**src/logic/cpu_interrupt_interface_defines.vh**
```
`ifndef CPU_INTERRUPT_INTERFACE_DEFINES_VH
`define CPU_INTERRUPT_INTERFACE_DEFINES_VH
// Core count: highest core index 3, four cores
`define NUM_CORES 4
// Register byte offsets
`define OFF_CTRL 5'h00
`define OFF_STATUS 5'h04
`define OFF_ERR_STATUS 5'h08
`define OFF_FAULT_STATUS 5'h0c
`define OFF_SYNDROME 5'h10
`define OFF_CONFIG_BASE 5'h14
`define OFF_RX_MSG 5'h18
`define OFF_TX_MSG 5'h1c
// CTRL fields
`define CTRL_EXEC64_LSB 0
`define CTRL_VFIQ_LSB 4
`define CTRL_VIRQ_LSB 8
`define CTRL_MAINT_LSB 12
`define CTRL_RESET 32'h00000000
// ERR_STATUS fields, four bits per kind
`define ERR_SYS_LSB 0
`define ERR_VSYS_LSB 4
`define ERR_RAM_LSB 8
// Message fields in RX and TX registers
`define MSG_LAST_BIT 16
`define MSG_SIDE_LSB 17
`define RX_VALID_BIT 31
`define TX_BUSY_BIT 31
// Fault status codes for 32-bit state
`define FS_ASYNC_EXT_ABORT 5'h16
`define FS_ASYNC_PARITY 5'h18
// Syndrome values for 64-bit state
`define ISS_SYS_ERR 25'h0000000
`define ISS_RAM_ERR 25'h0000001
`define EC_SERROR 6'h2f
// Synchroniser reset: request lines inactive high, bypass low
`define SYNC_RST 29'h0fffffff
// AXI responses
`define RESP_OKAY 2'h0
`define RESP_SLVERR 2'h2
`endif

```
**src/logic/cpu_interrupt_interface.v**
```verilog
// Purpose: per-core interrupt input boundary and CPU interface message streams
// Assumes: four cores, one clock, request pins asynchronous to clk
// Notes: registers over AXI4-Lite; legacy lines bypass when the bypass pin is high
//
// Our own choices: the register addresses and the AXI4-Lite interface to the registers.
`include "cpu_interrupt_interface_defines.vh"

module cpu_interrupt_interface (
  // Clock and reset
  input wire clk,
  input wire sys_rst,
  // Interrupt request pins, bypass pin and register base address
  input wire [3:0] fast_intr_req_n,
  input wire [3:0] intr_req_n,
  input wire [3:0] virt_fast_intr_req_n,
  input wire [3:0] virt_intr_req_n,
  input wire [3:0] sys_err_req_n,
  input wire [3:0] virt_sys_err_req_n,
  input wire [3:0] ram_err_req_n,
  input wire cpu_if_bypass,
  input wire [21:0] intc_reg_base_addr,
  // Maintenance interrupt
  output wire [3:0] virt_maint_intr_n,
  // Requests towards the cores
  output reg [3:0] coreFastReq,
  output reg [3:0] coreIntrReq,
  output reg [3:0] coreVirtFastReq,
  output reg [3:0] coreVirtIntrReq,
  output reg [3:0] coreAbortPulse,
  output reg [3:0] coreSerrorPulse,
  // Inbound distributor stream
  input wire dist_in_valid,
  output wire dist_in_ready,
  input wire [15:0] dist_in_payload,
  input wire dist_in_last,
  input wire [1:0] dist_in_route,
  // Outbound stream
  output wire cpuif_out_valid,
  input wire cpuif_out_ready,
  output reg [15:0] cpuif_out_payload,
  output reg cpuif_out_last,
  output reg [1:0] cpuif_out_stream_id,
  // AXI4-Lite slave
  input wire [4:0] s_axi_awaddr,
  input wire s_axi_awvalid,
  output wire s_axi_awready,
  input wire [31:0] s_axi_wdata,
  input wire [3:0] s_axi_wstrb,
  input wire s_axi_wvalid,
  output wire s_axi_wready,
  output reg [1:0] s_axi_bresp,
  output reg s_axi_bvalid,
  input wire s_axi_bready,
  input wire [4:0] s_axi_araddr,
  input wire s_axi_arvalid,
  output wire s_axi_arready,
  output reg [31:0] s_axi_rdata,
  output reg [1:0] s_axi_rresp,
  output reg s_axi_rvalid,
  input wire s_axi_rready
);

  function mapped;
    input [4:0] addr;
    begin
      mapped = (addr[1:0] == 2'h0);
    end
  endfunction

  function [31:0] strbMask;
    input [3:0] strb;
    begin
      strbMask = {{8{strb[3]}}, {8{strb[2]}}, {8{strb[1]}}, {8{strb[0]}}};
    end
  endfunction

  // Three-stage synchroniser; a change counts once stages two and three agree
  wire [28:0] rawIn;
  reg [28:0] syncA_ff;
  reg [28:0] syncB_ff;
  reg [28:0] syncC_ff;
  reg [28:0] filt_ff;
  reg [11:0] prevErr_ff;
  assign rawIn = {cpu_if_bypass, ram_err_req_n, virt_sys_err_req_n, sys_err_req_n,
                  virt_intr_req_n, virt_fast_intr_req_n, intr_req_n, fast_intr_req_n};

  always @(posedge clk or posedge sys_rst) begin
    if (sys_rst) begin
      syncA_ff <= `SYNC_RST;
      syncB_ff <= `SYNC_RST;
      syncC_ff <= `SYNC_RST;
      filt_ff <= `SYNC_RST;
      prevErr_ff <= 12'hfff;
    end else begin
      syncA_ff <= rawIn;
      syncB_ff <= syncA_ff;
      syncC_ff <= syncB_ff;
      filt_ff <= (syncB_ff & syncC_ff) | (filt_ff & (syncB_ff | syncC_ff));
      prevErr_ff <= filt_ff[27:16];
    end
  end

  wire bypass = filt_ff[28];
  wire [3:0] fastN = filt_ff[3:0];
  wire [3:0] intrN = filt_ff[7:4];
  wire [3:0] vFastN = filt_ff[11:8];
  wire [3:0] vIntrN = filt_ff[15:12];
  // Falling edges of system, virtual system and RAM error lines
  wire [11:0] errFell = prevErr_ff & ~filt_ff[27:16];

  // Base address sampled once at reset release
  reg [21:0] cfgBase_ff;
  reg capDone_ff;
  always @(posedge clk or posedge sys_rst) begin
    if (sys_rst) begin
      cfgBase_ff <= 22'h000000;
      capDone_ff <= 1'b0;
    end else if (!capDone_ff) begin
      cfgBase_ff <= intc_reg_base_addr;
      capDone_ff <= 1'b1;
    end
  end

  // Software state
  reg [31:0] ctrl_ff;
  reg [11:0] errSticky_ff;
  reg [9:0] faultStatus_ff;
  reg [31:0] syndrome_ff;
  reg [17:0] rxMsg_ff;
  reg rxValid_ff;
  reg txBusy_ff;
  wire [3:0] exec64 = ctrl_ff[`CTRL_EXEC64_LSB +: 4];

  // Core request routing
  always @(posedge clk or posedge sys_rst) begin
    if (sys_rst) begin
      coreFastReq <= 4'h0;
      coreIntrReq <= 4'h0;
      coreVirtFastReq <= 4'h0;
      coreVirtIntrReq <= 4'h0;
      coreAbortPulse <= 4'h0;
      coreSerrorPulse <= 4'h0;
    end else begin
      coreFastReq <= ~fastN;
      coreIntrReq <= ~intrN;
      if (bypass) begin
        coreVirtFastReq <= ~vFastN;
        coreVirtIntrReq <= ~vIntrN;
      end else begin
        coreVirtFastReq <= ctrl_ff[`CTRL_VFIQ_LSB +: 4];
        coreVirtIntrReq <= ctrl_ff[`CTRL_VIRQ_LSB +: 4];
      end
      coreAbortPulse <= (errFell[3:0] | errFell[7:4] | errFell[11:8]) & ~exec64;
      coreSerrorPulse <= (errFell[3:0] | errFell[7:4] | errFell[11:8]) & exec64;
    end
  end

  assign virt_maint_intr_n = ~ctrl_ff[`CTRL_MAINT_LSB +: 4];

  // Latest error event of any kind, lowest core first
  reg [9:0] nxtFault;
  reg [31:0] nxtSyn;
  reg errHit;
  integer i;
  always @* begin
    nxtFault = faultStatus_ff;
    nxtSyn = syndrome_ff;
    errHit = 1'b0;
    for (i = 3; i >= 0; i = i - 1) begin
      if (errFell[`ERR_RAM_LSB + i]) begin
        nxtFault = {i[1:0], exec64[i], 2'h0, `FS_ASYNC_PARITY};
        nxtSyn = {`EC_SERROR, 1'b0, `ISS_RAM_ERR};
        errHit = 1'b1;
      end else if (errFell[`ERR_SYS_LSB + i] | errFell[`ERR_VSYS_LSB + i]) begin
        nxtFault = {i[1:0], exec64[i], 2'h0, `FS_ASYNC_EXT_ABORT};
        nxtSyn = {`EC_SERROR, 1'b0, `ISS_SYS_ERR};
        errHit = 1'b1;
      end
    end
  end

  // AXI4-Lite write path
  reg awHeld_ff;
  reg wHeld_ff;
  reg [4:0] awAddr_ff;
  reg [31:0] wData_ff;
  reg [3:0] wStrb_ff;
  assign s_axi_awready = !awHeld_ff && !s_axi_bvalid;
  assign s_axi_wready = !wHeld_ff && !s_axi_bvalid;
  wire awTake = s_axi_awvalid && s_axi_awready;
  wire wTake = s_axi_wvalid && s_axi_wready;
  wire doWrite = awHeld_ff && wHeld_ff;
  wire [31:0] wMask = strbMask(wStrb_ff);
  wire [31:0] wMerged = (ctrl_ff & ~wMask) | (wData_ff & wMask);
  wire wrCtrl = doWrite && awAddr_ff == `OFF_CTRL;
  wire wrErr = doWrite && awAddr_ff == `OFF_ERR_STATUS;
  wire wrTx = doWrite && awAddr_ff == `OFF_TX_MSG && !txBusy_ff;

  // AXI4-Lite read path
  assign s_axi_arready = !s_axi_rvalid;
  wire arTake = s_axi_arvalid && s_axi_arready;
  reg [31:0] rdVal;
  always @* begin
    rdVal = 32'h00000000;
    case (s_axi_araddr)
      `OFF_CTRL: rdVal = ctrl_ff;
      `OFF_STATUS: rdVal = {3'h0, bypass, 12'h000, ~filt_ff[15:0]};
      `OFF_ERR_STATUS: rdVal = {20'h00000, errSticky_ff};
      `OFF_FAULT_STATUS: rdVal = {22'h000000, faultStatus_ff};
      `OFF_SYNDROME: rdVal = syndrome_ff;
      `OFF_CONFIG_BASE: rdVal = {cfgBase_ff, 10'h000};
      `OFF_RX_MSG: rdVal = {rxValid_ff, 13'h0000, rxMsg_ff};
      `OFF_TX_MSG: rdVal = {txBusy_ff, 31'h00000000};
      default: rdVal = 32'h00000000;
    endcase
  end
  wire rxRead = arTake && s_axi_araddr == `OFF_RX_MSG;

  // Streams are idle while the interface is bypassed
  assign dist_in_ready = !bypass && !rxValid_ff;
  wire inTake = dist_in_valid && dist_in_ready;
  assign cpuif_out_valid = txBusy_ff && !bypass;
  wire outTake = cpuif_out_valid && cpuif_out_ready;

  always @(posedge clk or posedge sys_rst) begin
    if (sys_rst) begin
      awHeld_ff <= 1'b0;
      wHeld_ff <= 1'b0;
      awAddr_ff <= 5'h00;
      wData_ff <= 32'h00000000;
      wStrb_ff <= 4'h0;
      s_axi_bvalid <= 1'b0;
      s_axi_bresp <= `RESP_OKAY;
      s_axi_rvalid <= 1'b0;
      s_axi_rresp <= `RESP_OKAY;
      s_axi_rdata <= 32'h00000000;
      ctrl_ff <= `CTRL_RESET;
      errSticky_ff <= 12'h000;
      faultStatus_ff <= 10'h000;
      syndrome_ff <= 32'h00000000;
      rxMsg_ff <= 18'h00000;
      rxValid_ff <= 1'b0;
      txBusy_ff <= 1'b0;
      cpuif_out_payload <= 16'h0000;
      cpuif_out_last <= 1'b0;
      cpuif_out_stream_id <= 2'h0;
    end else begin
      if (awTake) begin
        awHeld_ff <= 1'b1;
        awAddr_ff <= s_axi_awaddr;
      end
      if (wTake) begin
        wHeld_ff <= 1'b1;
        wData_ff <= s_axi_wdata;
        wStrb_ff <= s_axi_wstrb;
      end
      if (doWrite) begin
        awHeld_ff <= 1'b0;
        wHeld_ff <= 1'b0;
        s_axi_bvalid <= 1'b1;
        s_axi_bresp <= mapped(awAddr_ff) ? `RESP_OKAY : `RESP_SLVERR;
      end else if (s_axi_bvalid && s_axi_bready) begin
        s_axi_bvalid <= 1'b0;
      end
      if (arTake) begin
        s_axi_rvalid <= 1'b1;
        s_axi_rdata <= rdVal;
        s_axi_rresp <= mapped(s_axi_araddr) ? `RESP_OKAY : `RESP_SLVERR;
      end else if (s_axi_rvalid && s_axi_rready) begin
        s_axi_rvalid <= 1'b0;
      end
      if (wrCtrl) begin
        ctrl_ff <= {16'h0000, wMerged[15:0]};
      end
      // New error events win over a simultaneous clear
      errSticky_ff <= (wrErr ? errSticky_ff & ~(wData_ff[11:0] & wMask[11:0]) : errSticky_ff)
                      | errFell;
      if (errHit) begin
        faultStatus_ff <= nxtFault;
        syndrome_ff <= nxtSyn;
      end
      // Inbound beat held until software reads it; last is copied into the CTRL maintenance bit of the routed core
      if (inTake) begin
        rxMsg_ff <= {dist_in_route, dist_in_payload};
        rxValid_ff <= 1'b1;
        ctrl_ff[`CTRL_MAINT_LSB + dist_in_route] <= dist_in_last;
      end else if (rxRead) begin
        rxValid_ff <= 1'b0;
      end
      if (wrTx) begin
        cpuif_out_payload <= wData_ff[15:0];
        cpuif_out_last <= wData_ff[`MSG_LAST_BIT];
        cpuif_out_stream_id <= wData_ff[`MSG_SIDE_LSB +: 2];
        txBusy_ff <= 1'b1;
      end else if (outTake) begin
        txBusy_ff <= 1'b0;
      end
    end
  end

endmodule // cpu_interrupt_interface

```
**config.mk**
```make
export PLATFORM = sky130hd
export DESIGN_NAME = cpu_interrupt_interface
export DESIGN_NICKNAME = d
export VERILOG_FILES = /design/src/logic/cpu_interrupt_interface.v
export VERILOG_INCLUDE_DIRS = /design/src /design/src/logic
export SDC_FILE = /design/constraint.sdc
export NUM_CORES = 1
export LEC_CHECK = 0
export BUFFER_PORTS_ARGS = -buffer_cell sky130_fd_sc_hd__buf_2
export CAP_MARGIN = 20
export CORE_MARGIN = 5
export CORE_UTILIZATION = 50
export DETAILED_ROUTE_END_ITERATION = 10
export PLACE_DENSITY = 0.75
export REMOVE_ABC_BUFFERS = 1
export SLEW_MARGIN = 15
export SYNTH_ARGS = -nofsm -noshare
export SYNTH_HDL_FRONTEND = slang
export SYNTH_SLANG_ARGS = --single-unit
```
**constraint.sdc**
```tcl
create_clock -name clk -period 8.6 [get_ports clk]
set_input_delay 0.43 -clock clk [delete_from_list [all_inputs] [get_ports clk]]
set_output_delay 0.43 -clock clk [all_outputs]
set_load 0.005 [all_outputs]
```
# Yosys cells after proc, flatten, opt, wreduce, memory -nomap -nowiden
# Cells that the tools add are included.
[totals]
register_bits = 366
inputBits = 125
word_cells = 158
[classes]
n_addsub = 1
magnitude_cmp = 2
n_eq_ne = 9
n_mux = 47
bitwise = 29
n_reduce_logical = 37
[ops]
columns = ["cell", "count"]
rows = [
  ["32-bit 2-to-1 mux", 10],
  ["32-bit case mux with 8 select lines", 1],
  ["10-bit 2-to-1 mux", 8],
  ["29-bit bitwise AND", 2],
  ["29-bit bitwise OR", 2],
  ["12-bit bitwise AND", 3],
  ["16-bit bitwise AND", 2],
  ["32-bit bitwise mux", 1],
  ["16-bit NOT", 2],
  ["5-bit equality test (second input constant)", 5],
  ["12-bit NOT", 2],
  ["4-bit NOT", 6],
  ["1-bit 2-to-1 mux", 21],
  ["1-bit logical AND", 18],
  ["16-bit bitwise OR", 1],
  ["5-bit by 4-bit equality test with 1-bit output (second input constant)", 3],
  ["12-bit 2-to-1 mux", 1],
  ["12-bit bitwise OR", 1],
  ["2-bit nonzero test", 6],
  ["5-bit logical NOT", 2],
  ["4-bit bitwise AND", 2],
  ["4-bit 2-to-1 mux", 2],
  ["4-bit bitwise OR", 2],
  ["8-bit nonzero test", 1],
  ["other kinds (10)", 21],
]

# Logic depth before layout (Yosys ltp)
[logic_depth]
word_depth = 12
mapped_depth = 6

# Worst setup path before layout
# No wires, ideal clock.
[synth_timing]
kind = "reg2reg"
start = "register filt_ff[25]"
end = "register faultStatus_ff[8]"
t_arrival_ns = 1.589
required_time_ns = 8.475
path_slack_ns = 6.886
stages_incl_launch_ff = 5
synth_period_minus_slack_ns = 1.714
cell_sequence = "dfstp_2 -> nor2b_1 -> nor4_1 -> and4_1 -> mux2_2"
[synth_between]
elab_chain_cells = 6
[synth_rtl]
columns = ["element", "line_no", "rtl"]
rows = [
  ["start, declared", "cpu_interrupt_interface.v:82", "reg [28:0] filt_ff;"],
  ["start signal, assigned", "cpu_interrupt_interface.v:92", "filt_ff <= `SYNC_RST;"],
  ["start signal, assigned", "cpu_interrupt_interface.v:98", "filt_ff <= (syncB_ff & syncC_ff) | (filt_ff & (syncB_ff | syncC_ff));"],
  ["12-bit NOT *", "cpu_interrupt_interface.v:109", "wire [11:0] errFell = prevErr_ff & ~filt_ff[27:16];"],
  ["12-bit bitwise AND *", "cpu_interrupt_interface.v:109", ""],
  ["1-bit 2-to-1 mux", "cpu_interrupt_interface.v:170", "if (errFell[`ERR_RAM_LSB + i]) begin"],
  ["1-bit 2-to-1 mux", "cpu_interrupt_interface.v:174", "end else if (errFell[`ERR_SYS_LSB + i] | errFell[`ERR_VSYS_LSB + i]) begin"],
  ["1-bit 2-to-1 mux", "cpu_interrupt_interface.v:170", ""],
  ["2-bit AND reduction (no source line)", "-", ""],
  ["end signal, assigned", "cpu_interrupt_interface.v:279", "faultStatus_ff <= nxtFault;"],
  ["end, declared", "cpu_interrupt_interface.v:127", "reg [9:0] faultStatus_ff;"],
]
# Mark *: on every way between the ends. The rest lies on a longest branch, timed or not.
# A chain may end at the register's enable or synchronous reset.

# Final worst setup path
[layout_timing]
start = "register filt_ff[28]"
end = "output port dist_in_ready"
[layout_between]
elab_chain_cells = 2
[layout_rtl]
columns = ["element", "line_no", "rtl"]
rows = [
  ["1-bit logical NOT", "cpu_interrupt_interface.v:220", "assign dist_in_ready = !bypass && !rxValid_ff;"],
  ["1-bit logical AND", "cpu_interrupt_interface.v:220", ""],
  ["end, declared", "cpu_interrupt_interface.v:33", "output wire dist_in_ready,"],
]
# Every way passes these cells.

==> results.txt <==
For the post-route worst hold slack, the log shows 0.0251 ns. The initial core utilization is 0.511. The first detailed-routing pass ran for 5 iterations. Number of max-slew violations in the final report: 0.

The logs give 0.0232 ns for the final clock skew and 0.51 ns for the latest clock arrival within the worst-skew pair. The min-delay analysis places its worst path in the category input pin to flip-flop. Setup violations remaining at the end of the flow were counted as 0. In this run, CTS created clock tree buffers numbering 35.

The library cells used most frequently in the layout, excluding fill and tap cells, are 204 x sky130_fd_sc_hd__dfrtp_1, 198 x sky130_fd_sc_hd__buf_2, 124 x sky130_fd_sc_hd__dfstp_2. The core region is 0.0236 mm^2. The end point of the worst hold path was syncA_ff[5]. Data on the critical path is required at its endpoint by 8.17 ns. The I/O pin count was 215. After synthesis, the cell types taking the most area are sky130_fd_sc_hd__dfrtp_1 42%, sky130_fd_sc_hd__dfstp_2 27%, sky130_fd_sc_hd__mux2_2 7.6%. The async set or reset register ratio after synthesis came out at 1.00. The share of the synthesized area in the top cell type works out to 0.423. The run gives 0.266 as the relative max-transition margin. The flow ran to the end, and the final reports show no timing, DRC or antenna violations.

The count of buffers added on input and output ports is 197. VDD sags by at most 204 uV. After routing the design area is 0.0148 mm^2.

In this run the remaining antenna-violating nets after routing total 0. The worst setup path is launched from a flip-flop. Final core area utilization: 0.627. In the routed design, unresolved DRC markers number 0. The logs give 858 for the instance count of the mapped netlist and 6.79 nW for the reported leakage power. The reported max-cap violation count came out at 0. The reg2reg setup slack was 6.46 ns; the clock input transition at the sequential cells of the worst setup and hold paths was 0.06 ns. Routability-driven placement finished with a final weighted congestion of 0.791. Measured along the y axis, the die boundary spans 165 um. The cell area after placement was 0.0134 mm^2; the global-route total usage across every layer was 0.209.

The run gives 0 as the number of warnings issued by yosys. The main flop type after synthesis is sky130_fd_sc_hd__dfrtp_1. In this run the most critical hold path is launched from intr_req_n[1].

For the setup slack after layout, the log shows 6.42 ns. The initial antenna violation count was 1. The logs give 1.75 ns for the critical path data arrival time and 0 for the final-report hold violation count. Setup repair after global routing left no endpoint under its margin. The tools report the routed wire length as 28,100 um.

The largest total area in the synthesized netlist belongs to sky130_fd_sc_hd__dfrtp_1. TritonCTS built the clock tree. The worst hold path depth is 1, and the wire length of the first global-routing pass is 44,100 um.

The post-synthesis sequential area ratio is 0.693. In the final routed layout, each cell accounts on average for 19.6 um. OpenSTA, run right after detailed placement, puts the worst setup slack at 5.87 ns.

The number of synthesized flops with an enable pin works out to 0. The startpoint of the worst-slack reg-to-reg timing path is awAddr_ff[0]. The number of synthesized register bits works out to 328.

In this run, the number of DRC markers left after iteration 0 of detailed routing was 522. For the via count of the first global-routing pass, the log shows 7,957. After synthesis, the netlist uses 63 different library cells. Counting cells, the worst reg-to-reg path comes to 4. Dividing the synthesized area by the synthesized cell count gives 14.1 um^2. The post-synthesis instance area is 0.0121 mm^2, and the post-route fraction of the period consumed by the critical path is 0.254. For the pin with the worst max-slew slack, the measured transition is 1.10 ns.

The ratio of cells with drive above 1 in the final layout was 0.440; the number of buffers on the longest clock path was 3. Total number of clock tree sinks: 328. The floorplan has 56 rows. Dividing total power by cell area gives a power density of 285 mW/mm^2. After detailed routing, the number of vias per cell comes to 5.26. The critical path is of the flip-flop to output port type. The maximum net fanout on the critical path was 15. The detailed router placed 7,530 vias in this run. Entering global routing, the biggest net connects 129 pins. Static timing analysis puts the maximum clock frequency at 458 MHz. At the end of the flow, the number of nets in the layout was 1,209. The horizontal die dimension is 165 um, and the placed wire-length estimate after detailed placement is 18,800 um.

The die area is 0.0274 mm^2, and the area growth from synthesis to final layout is 22.7%. Leaving out fill and tap cells, the most frequent cell in the layout is sky130_fd_sc_hd__dfrtp_1. The cell at the root of the clock tree is sky130_fd_sc_hd__clkbuf_16. The number of fill cells is 1,827. The tools report the end of the worst register-to-register path as cpuif_out_payload[9]. STA classifies the critical path endpoint as an output port. Summed over all layers, the global routing overflow is 0.

The number of levels in the clock H-tree is 2, and the final critical-path required period is 2.18 ns.
-- worst max-delay path, stage by stage (launching register included) --
cell and delay, ns:
sky130_fd_sc_hd__dfrtp_1 0.91, sky130_fd_sc_hd__nor2_1 0.16, sky130_fd_sc_hd__buf_2 0.18
-- flip-flops by register name, summed over array words and instances, names as in the netlist, 5 cells and up, named ones only --
signal             flops
cfgBase_ff            22
rxMsg_ff              18
wData_ff              19
syncA_ff              29
s_axi_rdata           32
filt_ff               29
errSticky_ff          12
prevErr_ff            12
ctrl_ff               20
awAddr_ff              5
faultStatus_ff         6
syncC_ff              29
cpuif_out_payload     16
syncB_ff              29
-- synth_stat cells, types with 2 or more instances --
cell type,number
sky130_fd_sc_hd__a21o_1,3
sky130_fd_sc_hd__a21oi_1,7
sky130_fd_sc_hd__a221oi_1,4
sky130_fd_sc_hd__a222oi_1,3
sky130_fd_sc_hd__a22o_1,6
sky130_fd_sc_hd__a22oi_1,17
sky130_fd_sc_hd__a31oi_1,7
sky130_fd_sc_hd__a32o_1,2
sky130_fd_sc_hd__a32oi_1,2
sky130_fd_sc_hd__and2_1,4
sky130_fd_sc_hd__and3_1,6
sky130_fd_sc_hd__buf_1,3
sky130_fd_sc_hd__buf_2,10
sky130_fd_sc_hd__buf_4,5
sky130_fd_sc_hd__clkbuf_1,15
sky130_fd_sc_hd__conb_1,2
sky130_fd_sc_hd__dfrtp_1,204
sky130_fd_sc_hd__dfstp_2,124
sky130_fd_sc_hd__inv_1,49
sky130_fd_sc_hd__maj3_1,29
sky130_fd_sc_hd__mux2_2,82
sky130_fd_sc_hd__mux2i_1,21
sky130_fd_sc_hd__mux4_2,6
sky130_fd_sc_hd__nand2_1,63
sky130_fd_sc_hd__nand2b_1,20
sky130_fd_sc_hd__nand3_1,13
sky130_fd_sc_hd__nand3b_1,2
sky130_fd_sc_hd__nand4_1,6
sky130_fd_sc_hd__nor2_1,16
sky130_fd_sc_hd__nor2_2,2
sky130_fd_sc_hd__nor2b_1,26
sky130_fd_sc_hd__nor3_1,4
sky130_fd_sc_hd__nor3b_1,2
sky130_fd_sc_hd__nor4_1,2
sky130_fd_sc_hd__o21ai_0,60
sky130_fd_sc_hd__o21ai_1,2
sky130_fd_sc_hd__or3_1,3
-- report_power, final --
part | leakage (nW) | switching (W) | internal (W)
Sequential | 3.84 | 0.000192 | 0.00185
Combinational | 2.33 | 0.000299 | 0.000298
Clock | 0.615 | 0.000590 | 0.000997
Total | 6.79 | 0.00108 | 0.00314
-- metrics by stage --
step,cells,power [W],setup TNS [ns]
after floorplan,825,0.00236,-144.41
after global placement,1349,0.00262,0
after detailed placement,1350,0.00265,0
after CTS,1428,0.00426,0
after global routing,1430,0.00443,0
final,1431,0.00422,0
-- what timing repair did --
item / in CTS / in global routing
hold buffers: 14 / 0
setup buffers: 0 / 0
resized for setup: 0 / 0
endpoints found under the hold margin: 14 / 0
-- metal layers --
metal | share of wire | global-route usage | vias up
li1 | - | - | 3421
met1 | 0.43 | 0.285 | 3813
met2 | 0.48 | 0.339 | 239
met3 | 0.065 | 0.0427 | 55
met4 | 0.027 | 0.0682 | 2
met5 | 0.00046 | 0 | -
-- cell type report --
type | count | area, um^2 | area share
Sequential cell | 328 | 8360 | 0.565
Multi-Input combinational cell | 447 | 3370 | 0.227
Timing Repair Buffer | 222 | 1230 | 0.0830
Clock buffer | 56 | 1100 | 0.0740
Tap cell | 319 | 399 | 0.0269
Inverter | 50 | 195 | 0.0132
Clock inverter | 8 | 159 | 0.0107
Antenna cell | 1 | 2.50 | 0.000169
-- logic make-up (layout without fill, tap and decap cells) --
logic type / count (synthesis) / count (layout) / synth area share
flops: 328 / 328 / 0.693
simple gates: 182 / 182 / 0.0832
compound gates: 124 / 124 / 0.0651
mux: 109 / 109 / 0.105
buf+inv: 84 / 336 / 0.0293
fa+ha+maj: 29 / 29 / 0.0240
other cells: 2 / 4 / 0.000622
-- worst max path at each step --
stage | startpoint | end | depth (start not counted)
floorplan | sys_rst | async pin | 1
global placement | sys_rst | cpuif_out_payload[2] | 4
CTS | awAddr_ff[0] | flip-flop | 4
detailed placement | sys_rst | cpuif_out_payload[1] | 4
global route | sys_rst | cpuif_out_payload[2] | 4
finish | filt_ff[28] | dist_in_ready | 2
No activity file was read; power rests on OpenSTA's default activity.
